[config.mk]
export PLATFORM = sky130hd
export DESIGN_NAME = pomc_top
export DESIGN_NICKNAME = d
export VERILOG_FILES = /design/src/hw/pomc_top.v /design/src/hw/pomc_pin_drv.v
export VERILOG_INCLUDE_DIRS = /design/src /design/src/inc
export SDC_FILE = /design/constraint.sdc
export NUM_CORES = 1
export LEC_CHECK = 0
export ABC_AREA = 1
export BUFFER_PORTS_ARGS = -buffer_cell sky130_fd_sc_hd__buf_2
export CORE_MARGIN = 2
export CORE_UTILIZATION = 44
export DETAILED_ROUTE_END_ITERATION = 10
export GPL_ROUTABILITY_DRIVEN = 0
export GPL_TIMING_DRIVEN = 0
export PLACE_DENSITY = 0.75
export SLEW_MARGIN = 5
export SYNTH_ARGS = -nofsm -noshare
export SYNTH_HDL_FRONTEND = slang
export SYNTH_SLANG_ARGS = --single-unit
export TNS_END_PERCENT = 5
[constraint.sdc]
create_clock -name clk -period 4.9 [get_ports clk]
set_clock_uncertainty 0.1 [all_clocks]
set_input_delay 0.49 -clock clk [delete_from_list [all_inputs] [get_ports clk]]
set_output_delay 0.49 -clock clk [all_outputs]
set_load 0.02 [all_outputs]
[src/inc/pomc_defs.vh]
`ifndef POMC_DEFS_VH
`define POMC_DEFS_VH

// ----------------------------------------
// register offsets
// ----------------------------------------
`define POMC_ADDR_P0_LOW 8'hB1
`define POMC_ADDR_P0_HIGH 8'hB2
`define POMC_ADDR_P1_LOW 8'hB3
`define POMC_ADDR_P1_HIGH 8'hB4
`define POMC_ADDR_P2_LOW 8'hB5
`define POMC_ADDR_P2_HIGH 8'hB6

// ----------------------------------------
// field positions and masks
// ----------------------------------------
`define POMC_BIT_P2_SCHMITT 7
`define POMC_BIT_P1_SCHMITT 6
`define POMC_BIT_P0_SCHMITT 5
`define POMC_BIT_CLK_OUT 4
`define POMC_BIT_TOGGLE_A 3
`define POMC_BIT_TOGGLE_B 2
`define POMC_P1_IMPL_MASK 8'hD3
`define POMC_P2_MODE_MASK 8'h03

// ----------------------------------------
// reset values
// ----------------------------------------
`define POMC_RST_MODE 8'h00

// ----------------------------------------
// mode encodings {mode_low, mode_high}
// ----------------------------------------
`define POMC_MODE_QUASI 2'h0
`define POMC_MODE_PUSH 2'h1
`define POMC_MODE_INPUT 2'h2
`define POMC_MODE_OPEN 2'h3

`endif

[src/hw/pomc_top.v]
// Decided for this implementation: strobed register access.
`timescale 1ns/100ps
`default_nettype none
`include "pomc_defs.vh"

module pomc_top (
  // clock and reset
  input wire clk,
  input wire sys_rst,
  // register port
  input wire [7:0] reg_addr,
  input wire [7:0] reg_wdata,
  input wire reg_wr,
  input wire reg_rd,
  output reg [7:0] reg_rdata,
  // port output latches from the cpu
  input wire [7:0] port0_latch,
  input wire [7:0] port1_latch,
  input wire [1:0] port2_latch,
  // timer and clock sources
  input wire timer1_overflow,
  input wire rc_osc_used,
  input wire clk_out_src,
  // port 0 pads
  input wire [7:0] port0_pin_in,
  output wire [7:0] port0_pin_out,
  output wire [7:0] port0_pin_oe_n,
  output wire [7:0] port0_pullup,
  output wire port0_schmitt_enable,
  output reg [7:0] port0_in,
  // port 1 pads
  input wire [7:0] port1_pin_in,
  output wire [7:0] port1_pin_out,
  output wire [7:0] port1_pin_oe_n,
  output wire [7:0] port1_pullup,
  output wire port1_schmitt_enable,
  output reg [7:0] port1_in,
  // port 2 pads, pin 0 shared with the clock output
  input wire [1:0] port2_pin_in,
  output wire [1:0] port2_pin_out,
  output wire [1:0] port2_pin_oe_n,
  output wire [1:0] port2_pullup,
  output wire port2_schmitt_enable,
  output reg [1:0] port2_in
);

  // ----------------------------------------
  // mode registers
  // ----------------------------------------
  reg [7:0] port0_mode_low;
  reg [7:0] port0_mode_high;
  reg [7:0] port1_mode_low;
  reg [7:0] port1_mode_high;
  reg [7:0] port2_mode_low_misc;
  reg [7:0] port2_mode_high;
  reg toggle_a;
  reg toggle_b;
  reg [7:0] sync0_a;
  reg [7:0] sync1_a;
  reg [1:0] sync2_a;

  wire clock_output_enable;
  wire timer_toggle_out_a_enable;
  wire timer_toggle_out_b_enable;
  wire [7:0] p0_value;
  wire [7:0] p1_value;
  wire [1:0] p2_value;
  wire [7:0] p1_low_eff;
  wire [7:0] p1_high_eff;
  wire clk_out_active;

  always @(posedge clk or posedge sys_rst) begin
    if (sys_rst) begin
      port0_mode_low <= `POMC_RST_MODE;
      port0_mode_high <= `POMC_RST_MODE;
      port1_mode_low <= `POMC_RST_MODE;
      port1_mode_high <= `POMC_RST_MODE;
      port2_mode_low_misc <= `POMC_RST_MODE;
      port2_mode_high <= `POMC_RST_MODE;
    end else if (reg_wr) begin
      case (reg_addr)
        `POMC_ADDR_P0_LOW: begin
          port0_mode_low <= reg_wdata;
        end
        `POMC_ADDR_P0_HIGH: begin
          port0_mode_high <= reg_wdata;
        end
        `POMC_ADDR_P1_LOW: begin
          port1_mode_low <= reg_wdata & `POMC_P1_IMPL_MASK;
        end
        `POMC_ADDR_P1_HIGH: begin
          port1_mode_high <= reg_wdata & `POMC_P1_IMPL_MASK;
        end
        `POMC_ADDR_P2_LOW: begin
          port2_mode_low_misc <= reg_wdata;
        end
        `POMC_ADDR_P2_HIGH: begin
          port2_mode_high <= reg_wdata & `POMC_P2_MODE_MASK;
        end
        default: begin
          port0_mode_low <= port0_mode_low;
        end
      endcase
    end
  end

  // ----------------------------------------
  // read back, one cycle after the strobe
  // ----------------------------------------
  always @(posedge clk or posedge sys_rst) begin
    if (sys_rst) begin
      reg_rdata <= 8'h00;
    end else if (reg_rd) begin
      case (reg_addr)
        `POMC_ADDR_P0_LOW: reg_rdata <= port0_mode_low;
        `POMC_ADDR_P0_HIGH: reg_rdata <= port0_mode_high;
        `POMC_ADDR_P1_LOW: reg_rdata <= port1_mode_low;
        `POMC_ADDR_P1_HIGH: reg_rdata <= port1_mode_high;
        `POMC_ADDR_P2_LOW: reg_rdata <= port2_mode_low_misc;
        `POMC_ADDR_P2_HIGH: reg_rdata <= port2_mode_high;
        default: reg_rdata <= 8'h00;
      endcase
    end else begin
      reg_rdata <= 8'h00;
    end
  end

  // ----------------------------------------
  // control fields
  // ----------------------------------------
  // schmitt, clock output and toggle enables
  assign port2_schmitt_enable = port2_mode_low_misc[`POMC_BIT_P2_SCHMITT];
  assign port1_schmitt_enable = port1_mode_low_misc_bit(1'b0);
  assign port0_schmitt_enable = port2_mode_low_misc[`POMC_BIT_P0_SCHMITT];
  assign clock_output_enable = port2_mode_low_misc[`POMC_BIT_CLK_OUT];
  assign timer_toggle_out_a_enable = port2_mode_low_misc[`POMC_BIT_TOGGLE_A];
  assign timer_toggle_out_b_enable = port2_mode_low_misc[`POMC_BIT_TOGGLE_B];

  function port1_mode_low_misc_bit;
    input dummy;
    begin
      port1_mode_low_misc_bit =
        port2_mode_low_misc[`POMC_BIT_P1_SCHMITT] | (dummy & 1'b0);
    end
  endfunction

  // ----------------------------------------
  // timer toggle outputs
  // ----------------------------------------
  // overflow comes from the timer on this clock, so it is not synchronised
  always @(posedge clk or posedge sys_rst) begin
    if (sys_rst) begin
      toggle_a <= 1'b1;
      toggle_b <= 1'b1;
    end else begin
      if (timer1_overflow && timer_toggle_out_a_enable) begin
        toggle_a <= ~toggle_a;
      end
      if (timer1_overflow && timer_toggle_out_b_enable) begin
        toggle_b <= ~toggle_b;
      end
    end
  end

  // ----------------------------------------
  // pin values
  // ----------------------------------------
  // toggle replaces latch
  assign p0_value = {timer_toggle_out_a_enable ? toggle_a : port0_latch[7],
                     port0_latch[6:0]};
  assign p1_value = {port1_latch[7:3],
                     timer_toggle_out_b_enable ? toggle_b : port1_latch[2],
                     port1_latch[1:0]};
  assign clk_out_active = clock_output_enable & rc_osc_used;
  assign p2_value = {port2_latch[1],
                     clk_out_active ? clk_out_src : port2_latch[0]};

  assign p1_low_eff = port1_mode_low & `POMC_P1_IMPL_MASK;
  assign p1_high_eff = port1_mode_high & `POMC_P1_IMPL_MASK;

  // ----------------------------------------
  // pin drivers
  // ----------------------------------------
  genvar gi;
  generate
    for (gi = 0; gi < 8; gi = gi + 1) begin : g_p01
      pomc_pin_drv u_p0 (
        .mode_low(port0_mode_low[gi]),
        .mode_high(port0_mode_high[gi]),
        .out_value(p0_value[gi]),
        .pad_out(port0_pin_out[gi]),
        .pad_oe_n(port0_pin_oe_n[gi]),
        .pad_pullup(port0_pullup[gi])
      );
      pomc_pin_drv u_p1 (
        .mode_low(p1_low_eff[gi]),
        .mode_high(p1_high_eff[gi]),
        .out_value(p1_value[gi]),
        .pad_out(port1_pin_out[gi]),
        .pad_oe_n(port1_pin_oe_n[gi]),
        .pad_pullup(port1_pullup[gi])
      );
    end
    // port 2 pins 1 and 0
    for (gi = 0; gi < 2; gi = gi + 1) begin : g_p2
      pomc_pin_drv u_p2 (
        .mode_low(port2_mode_low_misc[gi]),
        .mode_high(port2_mode_high[gi]),
        .out_value(p2_value[gi]),
        .pad_out(port2_pin_out[gi]),
        .pad_oe_n(port2_pin_oe_n[gi]),
        .pad_pullup(port2_pullup[gi])
      );
    end
  endgenerate

  // ----------------------------------------
  // input synchronisers
  // ----------------------------------------
  // pins are asynchronous; two stages before anything reads them
  always @(posedge clk or posedge sys_rst) begin
    if (sys_rst) begin
      sync0_a <= 8'h00;
      sync1_a <= 8'h00;
      sync2_a <= 2'h0;
      port0_in <= 8'h00;
      port1_in <= 8'h00;
      port2_in <= 2'h0;
    end else begin
      sync0_a <= port0_pin_in;
      sync1_a <= port1_pin_in;
      sync2_a <= port2_pin_in;
      port0_in <= sync0_a;
      port1_in <= sync1_a;
      port2_in <= sync2_a;
    end
  end

endmodule

`default_nettype wire

[src/hw/pomc_pin_drv.v]
`timescale 1ns/100ps
`default_nettype none

// ----------------------------------------
// one pin driver: mode decode and pad enables
// ----------------------------------------
module pomc_pin_drv (
  // mode select
  input wire mode_low,
  input wire mode_high,
  // value to drive
  input wire out_value,
  // pad controls, enable active low
  output reg pad_out,
  output reg pad_oe_n,
  output reg pad_pullup
);

  always @* begin
    pad_out = out_value;
    pad_oe_n = 1'b1;
    pad_pullup = 1'b0;
    case ({mode_low, mode_high})
      2'b00: begin
        pad_out = 1'b0;
        pad_oe_n = out_value;
        pad_pullup = out_value;
      end
      2'b01: begin
        pad_oe_n = 1'b0;
      end
      2'b10: begin
        pad_oe_n = 1'b1;
      end
      2'b11: begin
        pad_out = 1'b0;
        pad_oe_n = out_value;
      end
      default: begin
        pad_oe_n = 1'b1;
      end
    endcase
  end

endmodule

`default_nettype wire

# Word-level counts from Yosys, hierarchy flattened
# Index checks and enable logic that the tools add are counted.
[word_totals]
mem_bits_ro = 0
ram_bits = 0
latchBits = 0
ff_bits = 82
word_cells = 157
n_memories = 0
[classes]
n_reduce_logical = 38
n_shift = 0
div_mod_pow = 0
addsub = 0
n_eq_ne = 51
mux = 50
multipliers = 0
n_lt_le_gt_ge = 0
bitwise_logic = 3
[ops]
columns = ["op", "n"]
rows = [
  ["$eq A2 B2 Y1 const B", 30],
  ["$eq A8 B8 Y1 const B", 6],
  ["$pmux W8 S6", 1],
  ["$pmux W1 S3", 15],
  ["$mux W1", 33],
  ["$eq A2 B1 Y1 const B", 15],
  ["$logic_not A2 Y1", 15],
  ["$reduce_or A2 Y1", 15],
  ["$reduce_and A2 Y1", 6],
  ["$mux W8", 1],
  ["$logic_and A1 B1 Y1", 2],
  ["$not A1 Y1", 2],
  ["$and A1 B1 Y1", 1],
]

# Logic depth before layout (Yosys ltp)
# Gate-level depths: netlist (run 1).
[logic_depth]
depth_word = 3
mapped_depth = 9

# By module
# Synthesis (run 1) repeated with hierarchy kept, for this count alone.
[hier_totals]
hier_cells = 531
area_unflattened_um2 = 4654.5
[modules_own_cells]
columns = ["module", "cells_each", "seq_area_each_um2", "instances", "area_each_um2"]
rows = [
  ["pomc_top", 297, 2054.5, 1, 3213.1],
  ["pomc_pin_drv", 13, 0.0, 18, 80.1],
]

# Worst setup path after synthesis (run 1)
# Ideal clock, no wire load.
[synth_timing]
path_type = "reg2out"
from = "reg port0_mode_low[1]"
to = "out port0_pin_oe_n[1]"
path_slack_ps = 3276
arrival_ps = 1034
stages_incl_launch_ff = 7
required_ps = 4310
path_cell_list = "dfrtp_1 -> inv_1 -> ha_1 -> inv_1 -> a21oi_1 -> nor2_1 -> buf_4"
[synth_via]
elab_chain_cells = 3
word_cells_on_any_way = 6
classes_between = "3 x eq/ne; 1 x mux; 2 x reduce/logical"
[synth_rtl]
columns = ["element", "line_no", "source"]
rows = [
  ["start, declared", "pomc_top.v:50", "reg [7:0] port0_mode_low;"],
  ["start signal, assigned", "pomc_top.v:74", "port0_mode_low <= `POMC_RST_MODE;"],
  ["start signal, assigned", "pomc_top.v:83", "port0_mode_low <= reg_wdata;"],
  ["start signal, assigned", "pomc_top.v:101", "port0_mode_low <= port0_mode_low;"],
  ["$eq A2 B2 Y1 or $logic_not A2 Y1 (tied branches)", "pomc_pin_drv.v:23", "case ({mode_low, mode_high})"],
  ["$reduce_or A2 Y1 (no source line)", "-", ""],
  ["$pmux W1 S3 *", "pomc_pin_drv.v:23", ""],
  ["end, declared", "pomc_top.v:27", "output wire [7:0] port0_pin_oe_n,"],
]
# Every way passes the cells marked *; elsewhere a longest branch is shown, timed or not.

# Worst setup path in the final report (run 1)
[layout_timing]
from = "reg port0_mode_high[7]"
to = "out port0_pin_oe_n[7]"
[layout_via]
elab_chain_cells = 3
word_cells_on_any_way = 6
classes_between = "3 x eq/ne; 1 x mux; 2 x reduce/logical"
[layout_rtl]
columns = ["element", "line_no", "source"]
rows = [
  ["start, declared", "pomc_top.v:51", "reg [7:0] port0_mode_high;"],
  ["start signal, assigned", "pomc_top.v:75", "port0_mode_high <= `POMC_RST_MODE;"],
  ["start signal, assigned", "pomc_top.v:86", "port0_mode_high <= reg_wdata;"],
  ["$eq A2 B2 Y1 or $logic_not A2 Y1 (tied branches)", "pomc_pin_drv.v:23", ""],
  ["$reduce_or A2 Y1 (no source line)", "-", ""],
  ["$pmux W1 S3 *", "pomc_pin_drv.v:23", ""],
]
# Marks and branches as above.

==> results of run 1 <==
[power by group]
group          internal (W)  switching (W)  total [W]
registers          0.000729      0.0000276   0.000757
logic              0.000174       0.000234   0.000408
clock network      0.000284       0.000227   0.000512
total               0.00119       0.000489    0.00168
[routing by layer]
layer	GRT usage (%)	routed length, um
met1	20.7	3900
met2	30.7	4750
met3	4.90	818
met4	7.61	216
met5	0	13
[critical path, cell delays in order (launching register included)]
cell,delay (ns)
dfrtp_1,0.39
inv_1,0.09
ha_1,0.28
inv_1,0.05
a21oi_1,0.14
nor2_1,0.05
buf_4,0.13
buf_2,0.15
[flip-flops by register name (all words and copies together) (netlist names)]
register             cells
port2_mode_high          2
port2_mode_low_misc      8
toggle_a                 1
sync1_a                  8
toggle_b                 1
port2_in                 2
port0_mode_low           8
reg_rdata                8
port0_in                 8
sync0_a                  8
port0_mode_high          8
port1_in                 8
port1_mode_high          5
port1_mode_low           5
sync2_a                  2
[cells in the mapped netlist]
| library cell | count |
|---|---|
| buf_8 | 1 |
| o21ai_1 | 9 |
| nand3_1 | 27 |
| dfstp_2 | 2 |
| xnor2_1 | 1 |
| o21a_1 | 1 |
| xor2_1 | 1 |
| inv_1 | 86 |
| nand2_1 | 79 |
| ha_1 | 45 |
| a21oi_1 | 16 |
| nand2_2 | 7 |
| conb_1 | 1 |
| o21ai_2 | 3 |
| nand3_2 | 1 |
| nor2_8 | 4 |
| nand2_4 | 3 |
| nor2_4 | 5 |
| nor2_1 | 36 |
| a21oi_2 | 1 |
| buf_12 | 2 |
| inv_2 | 6 |
| buf_6 | 3 |
| nor2_2 | 1 |
| buf_4 | 54 |
| o21ai_0 | 36 |
| dfrtp_1 | 80 |
[area by class of cell]
class	instances	area (um2)
plain buffers	60	494
fillers	940	4570
multi-input cells	279	1740
inverters	92	348
clock inverters	3	65.1
repair buffers	137	708
clock buffers	12	135
well taps	136	170
flip-flops and latches	82	2050
[cell families (layout without fill, tap and decap cells)]
kind of cell               after synthesis  in the layout  share of synthesized area (%)
other                                    1              3                         0.0811
xor gates and xnor gates                 2              2                          0.379
and+or+nand+nor                        163            163                           17.2
adders and majority gates               45             45                           12.2
buffers and inverters                  152            304                           18.2
AOI/OAI and AO/OA                       66             66                           7.52
DFF                                     82             82                           44.4
[path summary, 6_finish.rpt]
path,depth (start not counted),endpoint,slack (ns),from
min in group clk,1,sync1_a[2],0.15,port1_pin_in[2]
worst max register to register,4,reg_rdata[0],3.84,port1_mode_high[0]
worst min register to register,0,port0_in[0],0.25,sync0_a[0]
worst min-delay path,2,port0_in[2],0.05,sys_rst
max in group asynchronous,3,toggle_a,4.05,sys_rst
worst max-delay path,7,port0_pin_oe_n[7],2.69,port0_mode_high[7]
[per-stage QoR]
stage	hold slack [ns]	cell area [um2]	total power [W]	worst slack (ns)	util, %
after global routing	0.0731	5710	0.00177	2.55	55.6
after global placement	0.233	5480	0.00117	1.41	53.3
after floorplan	0.231	4630	0.00105	2.20	-
after detailed placement	0.236	5510	0.00118	3.02	53.6
after CTS	0.0605	5710	0.00169	2.66	55.6
final	0.0526	5710	0.00168	2.69	55.6
==> impl_metrics.csv, run 1 <==
group,metric,value,unit
run_status,outcome,"complete, no violations",
power_and_ir_drop,p_leak,3.43,nW
routing,drt_wl_total,9700,um
grt,grt_usage,17.8,%
routing,final_antenna_net_count,0,
synthesis,yosys_warnings,0,
sta,slew_viol_final,0,
synthesis,synth_area_leaders,"dfrtp_1 43%, ha_1 12%, buf_4 8.8%",
worst_setup_path,critical_path_required,4.31,ns
worst_setup_path,cp_max_fo,3,
placed_design,place_hpwl,7700,um
grt,grt_pass1_wl,15900,um
final_layout,nets,765,
floorplanning,die_h,107,um
sta,rsz0062_at_grt,"no",
placed_design,port_buffers,136,
synthesis,syn-cell-area,4620,um2
sta,fin_crit_sh,45.2,%
cts,clk-insertion-delay-late,0.35,ns
cts,ctsHoldBuffers,0,
cts,ctsResizeCount,0,
worst_setup_path,critPathKind,"register to primary output",
worst_setup_path,critical_path.endpoint_type,"primary output",
floorplanning,start_util,45.0,%
cts,postCtsSetupBuffers,0,
sta,finalSetupViolCount,0,
final_layout,final_common_cell,"buf_2",
routing,via_count,3642,
synthesis,ys_seq_elements,82,
power_and_ir_drop,ir_drop,214,uV
synthesis,synthesis.instances,511,
grt,antenna_found_initial,1,
final_layout,mostFrequentLayoutCells,"136 x buf_2, 85 x inv_1, 80 x dfrtp_1",
synthesis,post-synth-top-area-fraction,43.3,%
worst_hold_path,hold_path.class,"input port to async pin",
synthesis,yosys.area.top_type,"dfrtp_1",
cts,cts_made_buffers,9,
sta,fmax,0.452,GHz
floorplanning,core,10300,um2
floorplanning,row_count,37,
routing,drc,0,
routing,firstDrtPassIters,5,
cts,cts_buffer_depth,2,
power_and_ir_drop,power.density,294,nW/um2
routing,first_iter_violations,153,
sta,tns,0,ns
synthesis,synth_cell_types,27,
flow_run,max_cap_viol_count,0,
placed_design,dp.cells,786,
sta,hold_violations,0,
floorplanning,io_pins,142,
routing,via_per_inst,4.55,
final_layout,drive_gt1_share,36.5,%
cts,cts_tree,"yes",
synthesis,yosysSeqAreaShare,44.4,%
routing,drt-wirelength-per-cell,12.1,um
cts,clock-root-buffer,"clkbuf_8",
cts,clk_pin_slew,0.08,ns
worst_setup_path,critPathArrivalTime,1.62,ns
synthesis,avgSynthCellArea,9.05,um2
grt,grt_pass1_vias,3534,
sta,post-route-min-period,2.21,ns
grt,grt_overflow,0,
grt,grt_max_degree,47,
floorplanning,die-area,11300,um2
final_layout,final_cells,801,
floorplanning,fp.dieW,107,um
cts,cts_sinks,82,
final_layout,insertedDiodeCount,0,
cts,cts_max_level,3,
final_layout,area_growth,23.5,%
worst_setup_path,start_kind,"register",
Note: power is estimated with default switching activity, not from simulation.
==> inputs of run 2 (changes only) <==
clock period = 2.3 ns   (was 4.9 ns; I/O delays follow)
==> impl_metrics.csv, run 2 (synthesis gave the netlist of run 1 again) <==
group,metric,value,unit
grt,grt_usage,18.9,%
worst_setup_path,start_kind,"register",
routing,drc,0,
floorplanning,io_pins,142,
grt,grt_overflow,0,
worst_setup_path,crit_chain,"inv_1 > ha_1 > inv_1 > a21oi_1 > nor2_1 > buf_4 > buf_2",
worst_setup_path,critical_path.endpoint_type,"primary output",
final_layout,mostFrequentLayoutCells,"136 x buf_2, 85 x inv_1, 80 x dfrtp_1",
cts,cts_buffer_depth,2,
final_layout,final_cells,822,
power_and_ir_drop,ir_drop,393,uV
worst_setup_path,critPathKind,"register to primary output",
final_layout,final_common_cell,"buf_2",
grt,grt_pass1_vias,3582,
worst_setup_path,critPathArrivalTime,1.66,ns
worst_setup_path,rr_startpoint,"port1_mode_high[0]",
placed_design,placed_area,5530,um2
routing,final_antenna_net_count,0,
sta,fmax,0.502,GHz
worst_setup_path,cp_max_fo,3,
sta,tns,0,ns
sta,fin_crit_sh,86.7,%
cts,ctsHoldBuffers,19,
final_layout,utilization,57.5,%
power_and_ir_drop,power.density,599,nW/um2
sta,slew_viol_final,0,
cts,ctsResizeCount,0,
run_status,outcome,"complete, no violations",
routing,via_per_inst,4.51,
floorplanning,start_util,45.0,%
floorplanning,row_count,37,
routing,drt-wirelength-per-cell,12.6,um
cts,cts_max_level,3,
sta,finalSetupViolCount,0,
final_layout,insertedDiodeCount,0,
final_layout,fillers,928,
worst_setup_path,reg2regPathDepth,4,
sta,whs,0.0335,ns
worst_setup_path,reg2reg_to,"reg_rdata[0]",
grt,grt_pass1_wl,16900,um
worst_setup_path,cp_slowest_stage_delay,0.39,ns
grt,grt_max_degree,33,
cts,clk-insertion-delay-late,0.34,ns
routing,first_iter_violations,180,
floorplanning,die-area,11300,um2
placed_design,place_hpwl,7680,um
cts,clk_pin_slew,0.08,ns
cts,cts_made_buffers,9,
final_layout,area_growth,27.8,%
worst_setup_path,critical_path_required,1.97,ns
cts,cts_tree,"yes",
routing,via_count,3708,
cts,clock-root-buffer,"clkbuf_8",
worst_setup_path,cp-startpoint,"port0_mode_high[3]",
flow_run,max_cap_viol_count,0,
cts,postCtsSetupBuffers,0,
final_layout,nets,785,
placed_design,dp.cells,787,
sta,hold_violations,0,
cts,cts_sinks,82,
routing,drt_wl_total,10400,um
worst_hold_path,hold_path.class,"input port to register",
worst_setup_path,path_common_cell,"inv_1",
worst_hold_path,worstHoldPathCells,3,
final_layout,multi_input_area,1740,um2
grt,antenna_found_initial,0,
floorplanning,core,10300,um2
worst_setup_path,rrSetupSlack,1.22,ns
sta,rsz0062_at_grt,"no",
power_and_ir_drop,p_leak,3.50,nW
placed_design,port_buffers,136,
floorplanning,die_h,107,um
final_layout,seq_area,2050,um2
floorplanning,fp.dieW,107,um
worst_setup_path,slowest_stage,"dfrtp_1",
sta,post-route-min-period,1.99,ns
worst_setup_path,endpoint,"port0_pin_oe_n[3]",
final_layout,drive_gt1_share,35.7,%
routing,firstDrtPassIters,4,
final_layout,final_area,5910,um2
-- run 2: cell count changes in the layout (fill, tap and decap cells not counted) --
cell / previous run / this run
clkbuf_8: 9 / 10
inv_4: 1 / 0
buf_12: 2 / 4
clkinvlp_4: 0 / 2
bufinv_16: 2 / 1
dlygate4sd3_1: 0 / 19
buf_16: 1 / 0
-- run 2: worst min path at each step --
stage | to | slack (ns) | start
final | port0_mode_low[3] | 0.03 | reg_wdata[3]
after global routing | port0_mode_low[3] | 0.02 | reg_wdata[3]
after CTS | port0_mode_low[3] | 0.02 | reg_wdata[3]
after detailed placement | sync1_a[3] | 0.19 | sys_rst
after global placement | port2_in[0] | 0.23 | sync2_a[0]
after floorplan | sync0_a[0] | 0.16 | port0_pin_in[0]
-- run 2: area by class of cell --
type	instances	share of cell area, %
Clock buffer	13	2.52
Timing Repair Buffer	157	15.4
Clock inverter	3	0.720
Sequential cell	82	34.8
Multi-Input combinational cell	279	29.4
Tap cell	136	2.88
Inverter	92	5.91
Buffer	60	8.37
-- run 2: where the power goes --
part	internal, W	leakage, nW	switching, W	total, W
Clock	0.000532	0.0936	0.000492	0.00102
Sequential	0.00155	0.905	0.0000601	0.00161
Combinational	0.000393	2.50	0.000509	0.000902
-- run 2: per-stage QoR --
| step | power, W | worst slack, ns |
|---|---|---|
| global route | 0.00373 | 0.200 |
| floorplan | 0.00225 | 0.936 |
| CTS | 0.00356 | 0.302 |
| finish | 0.00354 | 0.306 |
| detailed placement | 0.00252 | 0.676 |
| global placement | 0.00249 | 0.544 |
-- run 2: critical path: cells and delay by family, from the launching register on --
kind	cells	cell delay (ns)
buffers and inverters	4	0.41
DFF	1	0.39
adders and majority gates	1	0.30
AOI/OAI and AO/OA	1	0.15
and+or+nand+nor	1	0.08
-- run 2: routing by layer --
layer,up-vias,wire length (um),global-route usage (%)
met1,1727,4280,23.2
met2,122,5220,32.5
met5,-,0,0
li1,1847,-,-
met4,0,142,6.31
met3,12,733,4.66
==> inputs of run 3 (changes only) <==
SYNTH_HIERARCHICAL = 1   (was default)
==> impl_metrics.csv, run 3 <==
group,metric,value,unit
worst_hold_path,worstHoldStart,"timer1_overflow",
routing,via_per_inst,4.57,
worst_setup_path,rr_startpoint,"port1_mode_low[4]",
sta,hold_violations,0,
sta,fin_crit_sh,89.8,%
sta,worstMarginPinSlew,0.873,ns
synthesis,yosys_warnings,6,
worst_setup_path,reg2reg_to,"reg_rdata[4]",
placed_design,place_hpwl,8230,um
sta,post-route-min-period,2.07,ns
routing,drt-wirelength-per-cell,12.1,um
cts,cts_max_level,3,
worst_setup_path,cp_max_fo,3,
final_layout,mostFrequentLayoutCells,"138 x buf_2, 134 x inv_1, 114 x nand2_1",
worst_setup_path,critical_path.endpoint_type,"primary output",
sta,fmax,0.484,GHz
grt,grt_pass1_wl,16900,um
floorplanning,row_count,37,
floorplanning,start_util,45.3,%
cts,cts_buffer_depth,2,
sta,finalSetupViolCount,0,
synthesis,synth.most_common_cell,"inv_1",
routing,via_count,3902,
routing,first_iter_violations,210,
final_layout,nets,826,
worst_setup_path,critical_path_required,1.97,ns
synthesis,synth_cell_types,26,
synthesis,ys_seq_elements,82,
grt,grt_max_degree,43,
placed_design,port_buffers,138,
final_layout,area_growth,28.3,%
final_layout,insertedDiodeCount,0,
routing,drt_wl_total,10400,um
synthesis,synthesis.instances,531,
power_and_ir_drop,p_leak,3.28,nW
floorplanning,io_pins,142,
floorplanning,core,10300,um2
final_layout,final_common_cell,"buf_2",
synthesis,post-synth-top-area-fraction,43.0,%
power_and_ir_drop,ir_drop,283,uV
worst_setup_path,critPathKind,"register to primary output",
cts,cts_made_buffers,9,
floorplanning,fp.dieW,107,um
final_layout,drive_gt1_share,28.4,%
floorplanning,die-area,11400,um2
synthesis,synth_area_leaders,"dfrtp_1 43%, ha_1 15%, inv_1 11%",
grt,grt_pass1_vias,3864,
synthesis,yosys-top-cells-count,"135 x inv_1, 114 x nand2_1, 80 x dfrtp_1, 54 x ha_1, 34 x nand3_1",
cts,clk-insertion-delay-late,0.35,ns
final_layout,fillers,926,
placed_design,pre_cts_slack,0.670,ns
grt,grt_usage,18.6,%
synthesis,yosys.area.top_type,"dfrtp_1",
worst_setup_path,start_kind,"register",
cts,cts_tree,"yes",
worst_setup_path,rrSetupSlack,1.27,ns
synthesis,ys.flop_type,"dfrtp_1",
final_layout,seq_area,2050,um2
worst_setup_path,reg2regPathDepth,4,
synthesis,syn-cell-area,4650,um2
cts,clock-root-buffer,"clkbuf_8",
worst_setup_path,critPathArrivalTime,1.74,ns
sta,slew_viol_final,0,
sta,tns,0,ns
floorplanning,die_h,107,um
worst_hold_path,hold_path.class,"input port to register",
run_status,outcome,"complete, no violations",
sta,rsz0062_at_grt,"no",
power_and_ir_drop,power.density,573,nW/um2
routing,final_antenna_net_count,0,
sta,relSlewSlack,41.7,%
final_layout,multi_input_area,2040,um2
flow_run,max_cap_viol_count,0,
cts,ctsResizeCount,0,
synthesis,yosysSeqAreaShare,44.1,%
grt,antenna_found_initial,0,
synthesis,avgSynthCellArea,8.77,um2
cts,clk_pin_slew,0.08,ns
grt,grt_overflow,0,
cts,cts_sinks,82,
routing,firstDrtPassIters,4,
power_and_ir_drop,power,0.00342,W
synthesis,synthArstFlopShare,100,%
routing,drc,0,
sta,fin_ws,0.235,ns
worst_hold_path,holdPathEnd,"toggle_b",
worst_hold_path,worstHoldPathCells,3,
synthesis,synth_edf_count,0,
[run 3: layer usage]
layer	GRT usage [%]	part of all wire, %	up-vias
met4	6.40	1.6	0
met1	22.3	41	1811
li1	-	-	1942
met5	0	0	-
met2	32.9	51	135
met3	4.32	6.1	14
[run 3: kinds of logic after synthesis]
logic type      count (synthesis)  synth area share [%]
xor+xnor                        2                 0.376
compound gates                 62                  9.06
other cells                     1                0.0806
flops                          82                  44.1
buf+inv                       142                  12.8
simple gates                  188                  19.0
fa+ha+maj                      54                  14.5
[run 3: final cells by class]
class	instances	area share, %
Buffer	7	1.53
Clock buffer	9	2.07
Clock inverter	7	0.984
Inverter	135	8.55
Multi-Input combinational cell	318	34.2
Sequential cell	82	34.4
Tap cell	136	2.85
Timing Repair Buffer	160	15.4
[run 3: repair_timing]
action | in CTS | in global routing
setup buffers | 0 | 0
endpoints found under the hold margin | 59 | 0
hold buffers | 21 | 0
[run 3: critical path: stages, from the launching register on]
cell     delay [ns]
dfstp_2        0.52
inv_1          0.05
o21ai_0        0.37
nand2_1        0.16
a21oi_2        0.13
buf_2          0.16
[run 3: report_power, final]
part	internal (W)	total, W	switching (W)
registers	0.00154	0.00161	0.0000623
logic	0.000315	0.000844	0.000529
clock network	0.000411	0.000969	0.000558
[run 3: worst max-delay path by stage]
stage / slack [ns] / startpoint / cells past startpoint / endpoint
floorplan: 0.85 / toggle_a / 4 / port0_pin_oe_n[7]
global placement: 0.59 / sys_rst / 2 / port0_mode_low[1]
detailed placement: 0.67 / toggle_b / 5 / port1_pin_oe_n[2]
CTS: 0.27 / toggle_b / 5 / port1_pin_oe_n[2]
global route: 0.13 / toggle_b / 5 / port1_pin_oe_n[2]
finish: 0.23 / toggle_b / 5 / port1_pin_oe_n[2]
[run 3: per-stage QoR]
step	hold slack, ns	instance area (um2)	utilization (%)	cells
CTS	0.000309	5970	58.1	854
global placement	0.232	5560	54.1	816
global route	0.00794	5970	58.1	854
detailed placement	0.235	5580	54.3	817
floorplan	0.161	4700	-	542
finish	0.0213	5970	58.1	854
